## config.mk

```make
export PLATFORM = sky130hd
export DESIGN_NAME = fmi_top
export DESIGN_NICKNAME = d
export VERILOG_FILES = /design/src/rtl/fmi_pkg.sv /design/src/rtl/fmi_top.sv
export SDC_FILE = /design/constraint.sdc
export NUM_CORES = 1
export LEC_CHECK = 0
export BUFFER_PORTS_ARGS = -buffer_cell sky130_fd_sc_hd__buf_2
export CORE_UTILIZATION = 62
export DETAILED_ROUTE_END_ITERATION = 12
export PLACE_DENSITY = 0.82
export SLEW_MARGIN = 0
export SYNTH_ARGS = -nofsm -noshare
export SYNTH_HDL_FRONTEND = slang
export SYNTH_SLANG_ARGS = --single-unit
```

## constraint.sdc

```tcl
create_clock -name ref_clk -period 10.2 [get_ports ref_clk]
set_input_delay 0.51 -clock ref_clk [delete_from_list [all_inputs] [get_ports ref_clk]]
set_output_delay 0.51 -clock ref_clk [all_outputs]
set_load 0.1 [all_outputs]
```

## src/rtl/fmi_pkg.sv

```systemverilog
// Constants for the FIFO and motion interrupt block.
// Assumes a host register port with read data one cycle after the strobe.
package fmi_pkg;
    // ------------------------------------------------------------
    // Register offsets (byte addresses, word-aligned)
    // ------------------------------------------------------------
    localparam logic [7:0] OFF_CMD        = 8'h00;
    localparam logic [7:0] OFF_WTM_LOW    = 8'h04;
    localparam logic [7:0] OFF_WTM_HIGH   = 8'h08;
    localparam logic [7:0] OFF_PIN_A_ELEC = 8'h0C;
    localparam logic [7:0] OFF_PIN_B_ELEC = 8'h10;
    localparam logic [7:0] OFF_PIN_A_ROUT = 8'h14;
    localparam logic [7:0] OFF_PIN_B_ROUT = 8'h18;
    localparam logic [7:0] OFF_LATCH      = 8'h1C;
    localparam logic [7:0] OFF_STAT_FEAT  = 8'h20;
    localparam logic [7:0] OFF_STAT_FIFO  = 8'h24;
    localparam logic [7:0] OFF_ANY_CFG    = 8'h28;
    localparam logic [7:0] OFF_NO_CFG     = 8'h2C;
    localparam logic [7:0] OFF_FIFO_LEVEL = 8'h30;
    localparam logic [7:0] OFF_PIN_INPUT  = 8'h34;
    // ------------------------------------------------------------
    // Field positions and codes
    // ------------------------------------------------------------
    localparam logic [7:0] CMD_FLUSH      = 8'hB0;
    localparam int         ELEC_EDGE      = 0;
    localparam int         ELEC_LVL       = 1;
    localparam int         ELEC_OD        = 2;
    localparam int         ELEC_OUT_EN    = 3;
    localparam int         ELEC_IN_EN     = 4;
    localparam int         ROUT_ANY       = 0;
    localparam int         ROUT_NO        = 1;
    localparam int         ROUT_FULL      = 2;
    localparam int         ROUT_WTM       = 3;
    localparam int         ROUT_DRDY      = 4;
    localparam int         FIFO_BYTES     = 1024;
    localparam int         FRAME_BYTES    = 13;
    localparam logic [10:0] FULL_THRESH   = 11'(FIFO_BYTES - 2 * FRAME_BYTES);
    localparam logic [7:0] ELEC_RESET     = 8'h00;
    localparam logic [7:0] ROUT_RESET     = 8'h00;
    localparam logic [15:0] THR_RESET     = 16'h00AA;
    localparam logic [7:0] DUR_RESET      = 8'h05;
endpackage

```

## src/rtl/fmi_top.sv

```systemverilog
// FIFO full/watermark, any/no-motion interrupts and two interrupt pins.
// Assumes FIFO level, sample strobe and sensor events come from same-clock logic.
// Operation
// RQ1 - Full interrupt when level passes full threshold
// RQ2 - Watermark interrupt when level at or above watermark
// RQ3 - Suppress FIFO interrupts during data port read
// RQ4 - Latched FIFO bits clear on read and below
// RQ5 - Flush code resets the FIFO
// RQ6 - Automatic FIFO reset only in three cases
// RQ7 - Any-motion slope against stored reference per axis
// RQ8 - Any-motion fires after duration samples above threshold
// RQ9 - Reference reloaded only when any-motion triggers
// RQ10 - Any-motion status drops when slope falls
// RQ11 - No-motion slope between consecutive samples per axis
// RQ12 - No-motion fires after duration samples below threshold
// RQ13 - No-motion clears once slope exceeds threshold
// RQ14 - Pin drives only with its output enable
// RQ15 - Driver-type bit selects open-drain or push-pull
// RQ16 - Polarity bit selects active-high or active-low
// RQ17 - Pin input usable, loops output, edge/level
// RQ18 - Latch bit for FIFO/drdy; motion always latched
// RQ19 - Latched status clears on status read
// RQ20 - Non-latched status follows its condition
// RQ21 - Routing bit connects source to pin
// RQ22 - Host splits feature and FIFO sources
// RQ23 - Motion logic advances once per sample
//
// The register offsets and strobed register access were chosen for this implementation.
`timescale 1ns/100ps
`default_nettype none
module fmi_top
    import fmi_pkg::*;
(
    input  wire logic        ref_clk,        // 100 MHz clock
    input  wire logic        reset,          // Synchronous, active high
    input  wire logic [7:0]  reg_addr,       // Register byte address
    input  wire logic [31:0] reg_wdata,      // Write data
    input  wire logic        reg_wr,         // Write strobe
    input  wire logic        reg_rd,         // Read strobe
    output logic      [31:0] reg_rdata,      // Read data, cycle after strobe
    input  wire logic [10:0] fifo_level,     // FIFO fill level in bytes
    input  wire logic        fifo_reading,   // Data port read ongoing
    input  wire logic        cfg_auto_reset, // Sensor en/hdr/aux-size change
    input  wire logic        drdy_event,     // New data ready condition
    input  wire logic        sample_valid,   // New acceleration sample
    input  wire logic [15:0] acc_x,          // Signed X sample
    input  wire logic [15:0] acc_y,          // Signed Y sample
    input  wire logic [15:0] acc_z,          // Signed Z sample
    output logic             fifo_flush,     // One-cycle FIFO reset pulse
    input  wire logic        pin_a_in,       // Pin A level from pad
    output logic             pin_a_out,      // Pin A drive value
    output logic             pin_a_oe_n,     // Pin A enable, low drives
    input  wire logic        pin_b_in,       // Pin B level from pad
    output logic             pin_b_out,      // Pin B drive value
    output logic             pin_b_oe_n,     // Pin B enable, low drives
    output logic             pin_a_event,    // Input event from pin A
    output logic             pin_b_event     // Input event from pin B
);
    // ------------------------------------------------------------
    // Configuration registers
    // ------------------------------------------------------------
    logic [7:0]  wtm_low_reg, wtm_high_reg, latch_reg;
    logic [7:0]  elec_reg [2];
    logic [7:0]  rout_reg [2];
    logic [31:0] any_cfg_reg, no_cfg_reg;
    logic [1:0]  feat_stat_reg;
    logic [2:0]  fifo_stat_reg;

    wire wr_cmd  = reg_wr && reg_addr == OFF_CMD;
    wire wr_wtml = reg_wr && reg_addr == OFF_WTM_LOW;
    wire wr_wtmh = reg_wr && reg_addr == OFF_WTM_HIGH;
    wire wr_ea   = reg_wr && reg_addr == OFF_PIN_A_ELEC;
    wire wr_eb   = reg_wr && reg_addr == OFF_PIN_B_ELEC;
    wire wr_ra   = reg_wr && reg_addr == OFF_PIN_A_ROUT;
    wire wr_rb   = reg_wr && reg_addr == OFF_PIN_B_ROUT;
    wire wr_lat  = reg_wr && reg_addr == OFF_LATCH;
    wire wr_any  = reg_wr && reg_addr == OFF_ANY_CFG;
    wire wr_no   = reg_wr && reg_addr == OFF_NO_CFG;
    wire rd_feat = reg_rd && reg_addr == OFF_STAT_FEAT;
    wire rd_fifo = reg_rd && reg_addr == OFF_STAT_FIFO;
    wire latched = latch_reg[0];

    // Any/no config: [15:0] threshold, [23:16] duration, [26:24] axis enables
    wire [15:0] any_thr = any_cfg_reg[15:0];
    wire [7:0]  any_dur = any_cfg_reg[23:16];
    wire [2:0]  any_en  = any_cfg_reg[26:24];
    wire [15:0] no_thr  = no_cfg_reg[15:0];
    wire [7:0]  no_dur  = no_cfg_reg[23:16];
    wire [2:0]  no_en   = no_cfg_reg[26:24];

    // Register writes; the watermark and routing steer the logic below
    always_ff @(posedge ref_clk)
    begin
        if (reset)
        begin
            wtm_low_reg  <= 8'h00;
            wtm_high_reg <= 8'h00;
            latch_reg    <= 8'h00;
            elec_reg[0]  <= ELEC_RESET;
            elec_reg[1]  <= ELEC_RESET;
            rout_reg[0]  <= ROUT_RESET;
            rout_reg[1]  <= ROUT_RESET;
            any_cfg_reg  <= {8'h00, DUR_RESET, THR_RESET};
            no_cfg_reg   <= {8'h00, DUR_RESET, THR_RESET};
        end
        else
        begin
            if (wr_wtml) wtm_low_reg <= reg_wdata[7:0];
            if (wr_wtmh) wtm_high_reg <= {5'h00, reg_wdata[2:0]};
            if (wr_lat) latch_reg <= {7'h00, reg_wdata[0]};
            if (wr_ea) elec_reg[0] <= {3'h0, reg_wdata[4:0]};
            if (wr_eb) elec_reg[1] <= {3'h0, reg_wdata[4:0]};
            if (wr_ra) rout_reg[0] <= {3'h0, reg_wdata[4:0]};
            if (wr_rb) rout_reg[1] <= {3'h0, reg_wdata[4:0]};
            if (wr_any) any_cfg_reg <= {5'h00, reg_wdata[26:0]};
            if (wr_no) no_cfg_reg <= {5'h00, reg_wdata[26:0]};
        end
    end

    // ------------------------------------------------------------
    // FIFO interrupts and flush
    // ------------------------------------------------------------
    wire [10:0] wtm_level = {wtm_high_reg[2:0], wtm_low_reg};
    wire full_cond = fifo_level > FULL_THRESH && !fifo_reading;  // RQ1 RQ3
    wire wtm_cond  = fifo_level >= wtm_level && !fifo_reading;   // RQ2 RQ3
    wire full_below = fifo_level <= FULL_THRESH;
    wire wtm_below  = fifo_level < wtm_level;

    // Only the command code and the configuration-change strobe flush
    always_ff @(posedge ref_clk)
    begin
        if (reset)
            fifo_flush <= 1'b0;
        else
            fifo_flush <= (wr_cmd && reg_wdata[7:0] == CMD_FLUSH) || cfg_auto_reset; // RQ5 RQ6
    end

    // FIFO status: bit0 drdy, bit1 full, bit2 watermark; set wins over clear
    logic [2:0] fifo_stat_next;
    always_comb
    begin
        fifo_stat_next = fifo_stat_reg;
        if (!latched)
        begin
            fifo_stat_next = {wtm_cond, full_cond, drdy_event};     // RQ18 RQ20
        end
        else
        begin
            if (rd_fifo)
            begin
                fifo_stat_next[0] = 1'b0;                           // RQ19
                if (full_below) fifo_stat_next[1] = 1'b0;           // RQ4
                if (wtm_below) fifo_stat_next[2] = 1'b0;            // RQ4
            end
            if (drdy_event) fifo_stat_next[0] = 1'b1;
            if (full_cond) fifo_stat_next[1] = 1'b1;
            if (wtm_cond) fifo_stat_next[2] = 1'b1;
        end
    end

    // ------------------------------------------------------------
    // Motion detectors
    // ------------------------------------------------------------
    logic [15:0] ref_reg [3];
    logic [15:0] prev_reg [3];
    logic [7:0]  any_cnt_reg, no_cnt_reg;
    logic        any_fire_reg;
    wire  [15:0] acc [3];
    wire  [2:0]  any_over, no_over;
    wire         any_trig;                                          // Reference update reads it
    assign acc[0] = acc_x;
    assign acc[1] = acc_y;
    assign acc[2] = acc_z;

    // Per-axis slope magnitudes against reference and previous sample
    genvar g;
    generate
        for (g = 0; g < 3; g = g + 1)
        begin : axis
            wire [15:0] d_any = acc[g] - ref_reg[g];                // RQ7
            wire [15:0] d_no  = acc[g] - prev_reg[g];               // RQ11
            wire [15:0] m_any = d_any[15] ? 16'(-d_any) : d_any;
            wire [15:0] m_no  = d_no[15] ? 16'(-d_no) : d_no;
            assign any_over[g] = any_en[g] && m_any > any_thr;
            assign no_over[g]  = no_en[g] && m_no >= no_thr;
            always_ff @(posedge ref_clk)
            begin
                if (reset)
                begin
                    ref_reg[g]  <= 16'h0000;
                    prev_reg[g] <= 16'h0000;
                end
                else if (sample_valid)                              // RQ23
                begin
                    prev_reg[g] <= acc[g];
                    if (any_trig) ref_reg[g] <= acc[g];             // RQ9
                end
            end
        end
    endgenerate

    wire any_active = |any_en;                                      // RQ7
    wire no_active  = |no_en;                                       // RQ11
    wire any_hit    = any_active && |any_over;                      // RQ8
    wire no_hit     = no_active && !(|no_over);                     // RQ12
    wire [7:0] any_cnt_inc = any_cnt_reg + 8'h01;
    wire [7:0] no_cnt_inc  = no_cnt_reg + 8'h01;
    assign any_trig = sample_valid && any_hit && any_cnt_inc >= any_dur && !any_fire_reg;
    wire no_trig  = sample_valid && no_hit && no_cnt_inc >= no_dur;

    // Consecutive-sample counters restart when the condition fails
    always_ff @(posedge ref_clk)
    begin
        if (reset)
        begin
            any_cnt_reg  <= 8'h00;
            no_cnt_reg   <= 8'h00;
            any_fire_reg <= 1'b0;
        end
        else if (sample_valid)                                      // RQ23
        begin
            any_cnt_reg  <= any_hit ? (any_cnt_inc == 8'h00 ? 8'hFF : any_cnt_inc) : 8'h00;
            no_cnt_reg   <= no_hit ? (no_cnt_inc == 8'h00 ? 8'hFF : no_cnt_inc) : 8'h00;
            any_fire_reg <= any_trig || (any_fire_reg && any_hit);
        end
    end

    // Feature status: always latched, drops early when a sample fails the slope condition
    logic [1:0] feat_stat_next;
    always_comb
    begin
        feat_stat_next = feat_stat_reg;
        if (rd_feat) feat_stat_next = 2'b00;                        // RQ18 RQ19
        if (sample_valid && !any_hit) feat_stat_next[0] = 1'b0;     // RQ10
        if (sample_valid && !no_hit) feat_stat_next[1] = 1'b0;      // RQ13
        if (any_trig) feat_stat_next[0] = 1'b1;
        if (no_trig) feat_stat_next[1] = 1'b1;
    end

    always_ff @(posedge ref_clk)
    begin
        if (reset)
        begin
            feat_stat_reg <= 2'b00;
            fifo_stat_reg <= 3'b000;
        end
        else
        begin
            feat_stat_reg <= feat_stat_next;
            fifo_stat_reg <= fifo_stat_next;
        end
    end

    // ------------------------------------------------------------
    // Interrupt pins
    // ------------------------------------------------------------
    // Host is expected to keep feature and FIFO sources on separate pins
    wire [4:0] src = {fifo_stat_reg[0], fifo_stat_reg[2], fifo_stat_reg[1],
                      feat_stat_reg[1], feat_stat_reg[0]};
    wire [1:0] pin_raw = {pin_b_in, pin_a_in};
    logic [1:0] sync1_reg, sync2_reg, last_reg, drv_reg, oe_n_reg, ev_reg;
    wire  [1:0]  irq;

    generate
        for (g = 0; g < 2; g = g + 1)
        begin : pin
            wire [7:0] e = elec_reg[g];
            assign irq[g] = |(src & rout_reg[g][4:0]);              // RQ21
            // Open drain can only pull low; a high level relies on the pull-up
            wire lvl_val = e[ELEC_LVL] ? irq[g] : !irq[g];          // RQ16
            wire od_en   = e[ELEC_OD] ? !lvl_val : 1'b1;            // RQ15
            wire in_src  = e[ELEC_OUT_EN] ? irq[g] : sync2_reg[g];  // RQ17
            wire in_ev   = e[ELEC_EDGE] ? in_src && !last_reg[g] : in_src;
            always_ff @(posedge ref_clk)
            begin
                if (reset)
                begin
                    sync1_reg[g] <= 1'b0;
                    sync2_reg[g] <= 1'b0;
                    last_reg[g]  <= 1'b0;
                    drv_reg[g]   <= 1'b0;
                    oe_n_reg[g]  <= 1'b1;
                    ev_reg[g]    <= 1'b0;
                end
                else
                begin
                    sync1_reg[g] <= pin_raw[g];
                    sync2_reg[g] <= sync1_reg[g];
                    last_reg[g]  <= in_src;
                    drv_reg[g]   <= lvl_val;
                    oe_n_reg[g]  <= !(e[ELEC_OUT_EN] && od_en);     // RQ14 RQ15
                    ev_reg[g]    <= e[ELEC_IN_EN] && in_ev;         // RQ17
                end
            end
        end
    endgenerate

    assign pin_a_out   = drv_reg[0];
    assign pin_b_out   = drv_reg[1];
    assign pin_a_oe_n  = oe_n_reg[0];
    assign pin_b_oe_n  = oe_n_reg[1];
    assign pin_a_event = ev_reg[0];
    assign pin_b_event = ev_reg[1];

    // ------------------------------------------------------------
    // Read port
    // ------------------------------------------------------------
    logic [31:0] rd_mux;
    always_comb
    begin
        unique case (reg_addr)
            OFF_WTM_LOW:    rd_mux = {24'h0, wtm_low_reg};
            OFF_WTM_HIGH:   rd_mux = {24'h0, wtm_high_reg};
            OFF_PIN_A_ELEC: rd_mux = {24'h0, elec_reg[0]};
            OFF_PIN_B_ELEC: rd_mux = {24'h0, elec_reg[1]};
            OFF_PIN_A_ROUT: rd_mux = {24'h0, rout_reg[0]};
            OFF_PIN_B_ROUT: rd_mux = {24'h0, rout_reg[1]};
            OFF_LATCH:      rd_mux = {24'h0, latch_reg};
            OFF_STAT_FEAT:  rd_mux = {30'h0, feat_stat_reg};
            OFF_STAT_FIFO:  rd_mux = {29'h0, fifo_stat_reg};
            OFF_ANY_CFG:    rd_mux = any_cfg_reg;
            OFF_NO_CFG:     rd_mux = no_cfg_reg;
            OFF_FIFO_LEVEL: rd_mux = {21'h0, fifo_level};
            OFF_PIN_INPUT:  rd_mux = {30'h0, sync2_reg};
            default:        rd_mux = 32'h0000_0000;
        endcase
    end

    always_ff @(posedge ref_clk)
    begin
        if (reset)
            reg_rdata <= 32'h0000_0000;
        else
            reg_rdata <= reg_rd ? rd_mux : 32'h0000_0000;
    end

    // ------------------------------------------------------------
    // Checks
    // ------------------------------------------------------------
    flush_cmd_a: assert property (@(posedge ref_clk) disable iff (reset) // RQ5
        wr_cmd && reg_wdata[7:0] == CMD_FLUSH |=> fifo_flush)
        else $error("flush code did not flush");
    flush_only_a: assert property (@(posedge ref_clk) disable iff (reset) // RQ6
        fifo_flush |-> $past(wr_cmd && reg_wdata[7:0] == CMD_FLUSH) || $past(cfg_auto_reset))
        else $error("flush without cause");
    supp_read_a: assert property (@(posedge ref_clk) disable iff (reset) // RQ3
        !latched && fifo_reading |=> !fifo_stat_reg[1] && !fifo_stat_reg[2])
        else $error("FIFO interrupt during read");
    wtm_follow_a: assert property (@(posedge ref_clk) disable iff (reset) // RQ20
        !latched && !fifo_reading && fifo_level >= wtm_level |=> fifo_stat_reg[2])
        else $error("watermark not shown");
    full_hold_a: assert property (@(posedge ref_clk) disable iff (reset) // RQ4
        latched && fifo_stat_reg[1] && !full_below |=> fifo_stat_reg[1])
        else $error("full status cleared above threshold");
    ref_hold_a: assert property (@(posedge ref_clk) disable iff (reset) // RQ9
        !any_trig |=> ref_reg[0] == $past(ref_reg[0]))
        else $error("reference moved without trigger");
    oe_gate_a: assert property (@(posedge ref_clk) disable iff (reset) // RQ14
        !elec_reg[0][ELEC_OUT_EN] |=> pin_a_oe_n)
        else $error("pin A driven while disabled");
    feat_read_a: assert property (@(posedge ref_clk) disable iff (reset) // RQ19
        rd_feat && !any_trig && !no_trig |=> feat_stat_reg == 2'b00)
        else $error("feature status survived read");
    no_clear_a: assert property (@(posedge ref_clk) disable iff (reset) // RQ13
        sample_valid && !no_hit |=> !feat_stat_reg[1])
        else $error("no-motion not cleared");
endmodule
`default_nettype wire

```

==> metrics.md <==
| Metric | Value |
|---|---|
| Max IR drop VDD | `0.149 mV` |
| WP buf/inv | `3` |
| Grt total ovfl | `0` |
| Cell Rows | `63` |
| Post-synthesis register bit count | `244` |
| Core box area | `29600 um2` |
| Post-CTS Hold Fix Bufs | `0` |
| Setup repair after global routing missed its margin | `false` |
| Async SR Flop Fraction | `0` |
| First-pass GRT wire length | `~80000 um` |
| Reg2reg path depth | `22` |
| Slew @ Worst Pin | `1.27 ns` |
| Met1 Use GR | `0.425` |
| GRT Total Usage | `0.325` |
| Post-layout power | `3.27 mW` |
| # IOs | `148` |
| Critical Path AT | `around 6.2 ns` |
| Commonest non-fill, non-tap cells in the layout | `221 x ha_1, 208 x nand2_1, 186 x inv_1, 154 x a21oi_1, 146 x nor2_1` |
| Cts bufs inserted | `27` |
| Sink Count | `244` |
| Number of global-route vias before repair | `15.6k` |
| Crit-path max FO | `48` |
| P per Cell Area | `158 nW/um2` |
| Main flop type after synthesis | `dfxtp_1` |
| Final setup fails | `0` |
| Die X-Extent | `between 150 and 200 um` |
| Initial antenna violation count | `1` |
| Post-synth EDFFs | `116` |
| Syn. warnings | `0` |
| WHS Endpoint | `sync1_reg[0]$_SDFF_PP0_` |
| Final TNS setup | `0 ns` |
| Max frequency | `between 150 and 200 MHz` |
| Die height | `approximately 180 um` |
| Initial drt markers | `1723` |
| Worst reg2reg setup slack | `around 4.2 ns` |
| Filler cells | `2328` |
| Grt peak-use layer | `met2` |
| Area growth from synthesis to layout | `10.7%` |
| TritonCTS clock tree | `built` |
| DP HPWL | `37700 um` |
| Leak pwr | `8.72 nW` |
| WL/cell | `18.9 um` |
| Layout cells sized above 1 | `0.104` |
| Die area | `~30000 um2` |
| Synth Cell Area | `18700 um2` |
| Design area | `20700 um2` |
| Post-route antenna net violation count | `0` |
| Largest net degree at the start of global routing | `71` |
| Gpl congestion | `0.980` |
| Port Buf Inserts | `137` |
| Critical path, cell by cell | `ha_1, inv_1, fa_1, a211oi_1, o21ai_0, a21oi_1, xnor2_1, nand2b_1, or4_1, or4_1, o21ai_1, xnor2_1, ha_1, nand4_1, or2_2, nor3_1, o31ai_1, a21oi_1, nor4_1, buf_4, o31ai_4, buf_4` |
| Root buffer cell | `clkbuf_16` |
| Crit path kind | `register to register` |
| Placed cells | `2646` |
| Seq/Total Area, Yosys | `0.323` |
| Grt met2 use | `0.542` |
| Post-CTS resize count | `0` |
| Global Route met3 Usage | `0.0465` |
| Final Slew Violations | `0` |
| Via count | `16.6k` |
| Hold_ws | `0.160 ns` |
| Distinct cells, synth | `80` |
| DRC errors left | `0` |
| Outcome | `finished clean` |
| Top Family by Delay on Critical Path | `simple AND/OR/NAND/NOR gates` |
| Routed wire length | `51000 um` |
| H-tree lvl count | `1` |
| Relative slew slack | `0.156` |
| HP Class | `primary input to register` |
| Placed cell areas | `a little under 20000 um2` |
| Final Hold Viols | `0` |
| Max Buffers Root-to-Sink | `3` |
| Hold Startpoint | `pin_a_in` |
| # nets final | `2621` |
| RR Endpoint | `ref_reg[0][14]$_SDFFCE_PN0P_` |
| Post-route clock period utilization | `0.591` |
| Largest stage delay, worst path | `0.54 ns` |
| Worst hold path depth | `2` |
| Launch point of the worst reg-to-reg path | `ref_reg[1][0]$_SDFFCE_PN0P_` |
| Max-cap violations | `0` |
| Clk_lat worst skew | `0.57 ns` |
| Post-layout min period | `6.03 ns` |
| Gate Count Post-Synth | `2174` |
| Most common cell after layout, fill and taps aside | `ha_1` |
| Setup crit end kind | `register` |
| Syn avg cell area | `8.60 um2` |
| Slowest CP cell | `buf_4` |
| Post-CTS Setup Inserts | `0` |
| Initial Util | `0.631` |
| First-pass DRT Iterations | `9` |
| Layout Skew | `0.0117 ns` |
| Fin cells | `2698` |
| Req. time, crit path | `10.40 ns` |
| Worst-path clk slew | `0.06 ns` |
| Type of origin of the critical path | `register` |
| Vias per inst | `6.15` |
## worst register-to-register path, cell delays in order (launching register included)
cell and delay (ns):
edfxtp_1 0.34, ha_1 0.15, inv_1 0.05, fa_1 0.41, a211oi_1 0.31, o21ai_0 0.14, a21oi_1 0.18, xnor2_1 0.16
nand2b_1 0.22, or4_1 0.53, or4_1 0.46, o21ai_1 0.18, xnor2_1 0.10, ha_1 0.32, nand4_1 0.11, or2_2 0.32
nor3_1 0.27, o31ai_1 0.14, a21oi_1 0.19, nor4_1 0.07, buf_4 0.17, o31ai_4 0.20, buf_4 0.54
## stage by stage
step	worst slack, ns	utilization
6_report	4.17	0.699
5_1_grt	3.74	0.698
4_1_cts	4.19	0.698
3_5_place_dp	3.82	0.666
3_3_place_gp	4.06	0.666
2_1_floorplan	1.72	-
## cells in the mapped netlist (5+ instances only)
| cell | count | area, um2 |
|---|---|---|
| o2111ai_1 | 8 | 70.1 |
| or2_2 | 15 | 93.8 |
| a21oi_1 | 154 | 771 |
| and3_1 | 59 | 369 |
| or3_1 | 13 | 81.3 |
| a31oi_1 | 22 | 138 |
| buf_4 | 5 | 37.5 |
| o21bai_1 | 12 | 90.1 |
| clkbuf_1 | 63 | 236 |
| a211oi_1 | 11 | 82.6 |
| a222oi_1 | 9 | 90.1 |
| xnor2_1 | 103 | 902 |
| a22oi_1 | 30 | 225 |
| o31ai_1 | 20 | 150 |
| xor2_1 | 65 | 569 |
| or4_1 | 5 | 37.5 |
| ha_1 | 221 | 2770 |
| and2_1 | 68 | 425 |
| nand3b_1 | 8 | 60.1 |
| o31a_1 | 6 | 52.6 |
| inv_1 | 188 | 706 |
| a21o_1 | 45 | 338 |
| nor2_1 | 148 | 556 |
| nand3_1 | 50 | 250 |
| a22o_1 | 18 | 158 |
| o211ai_1 | 21 | 158 |
| nor3_1 | 49 | 245 |
| nand2b_1 | 29 | 181 |
| o22ai_1 | 6 | 37.5 |
| a221oi_1 | 6 | 52.6 |
| nor2b_1 | 29 | 181 |
| a211o_1 | 7 | 61.3 |
| o21a_1 | 30 | 225 |
| nand4_1 | 22 | 138 |
| dfxtp_1 | 128 | 2560 |
| edfxtp_1 | 116 | 3480 |
| a31o_2 | 8 | 70.1 |
| nand2_1 | 208 | 781 |
| mux2i_1 | 5 | 50.1 |
| fa_1 | 6 | 120 |
| o21ai_0 | 71 | 355 |
| nor4_1 | 17 | 106 |
## cell type report
cell class	count	area, um2	share of cell area
antenna	2	5.00	0.000242
clock buffer	28	679	0.0328
clock inverter	22	288	0.0139
inverter	188	706	0.0341
multi-input combinational	1672	11700	0.565
sequential	244	6050	0.292
tap	390	488	0.0236
timing repair buffer	152	798	0.0386
## power by group
part | internal [mW] | total (mW) | switching (mW)
registers | 1.06 | 1.07 | 0.0122
clock network | 0.641 | 1.07 | 0.429
logic | 0.478 | 1.13 | 0.656
total | 2.18 | 3.27 | 1.10
## metal layers
metal	vias up	routed length, um
li1	8000	-
met1	7777	21500
met2	700	23500
met3	123	4060
met4	0	1980
met5	-	0
## kinds of logic after synthesis
| logic type | share of synthesized area |
|---|---|
| AND/OR/NAND/NOR | 0.195 |
| adder cells (fa/ha/maj) | 0.154 |
| multiplexers | 0.00448 |
| other | 0.000200 |
| flip-flops | 0.323 |
| buffers and inverters | 0.0537 |
| XOR/XNOR | 0.0787 |
| AO/OA/AOI/OAI | 0.191 |
## how the worst max path moves through the flow
stage / from / end / depth (start not counted)
after floorplan: acc_y[0] / ref_reg[0][0]$_SDFFCE_PN0P_ / 21
after global placement: acc_y[0] / ref_reg[1][14]$_SDFFCE_PN0P_ / 24
after detailed placement: acc_y[0] / ref_reg[1][14]$_SDFFCE_PN0P_ / 24
after CTS: ref_reg[1][0]$_SDFFCE_PN0P_ / ref_reg[1][7]$_SDFFCE_PN0P_ / 22
after global routing: ref_reg[1][0]$_SDFFCE_PN0P_ / ref_reg[0][0]$_SDFFCE_PN0P_ / 22
final: ref_reg[1][0]$_SDFFCE_PN0P_ / ref_reg[0][14]$_SDFFCE_PN0P_ / 22
Power figures use the tool's default switching activity.
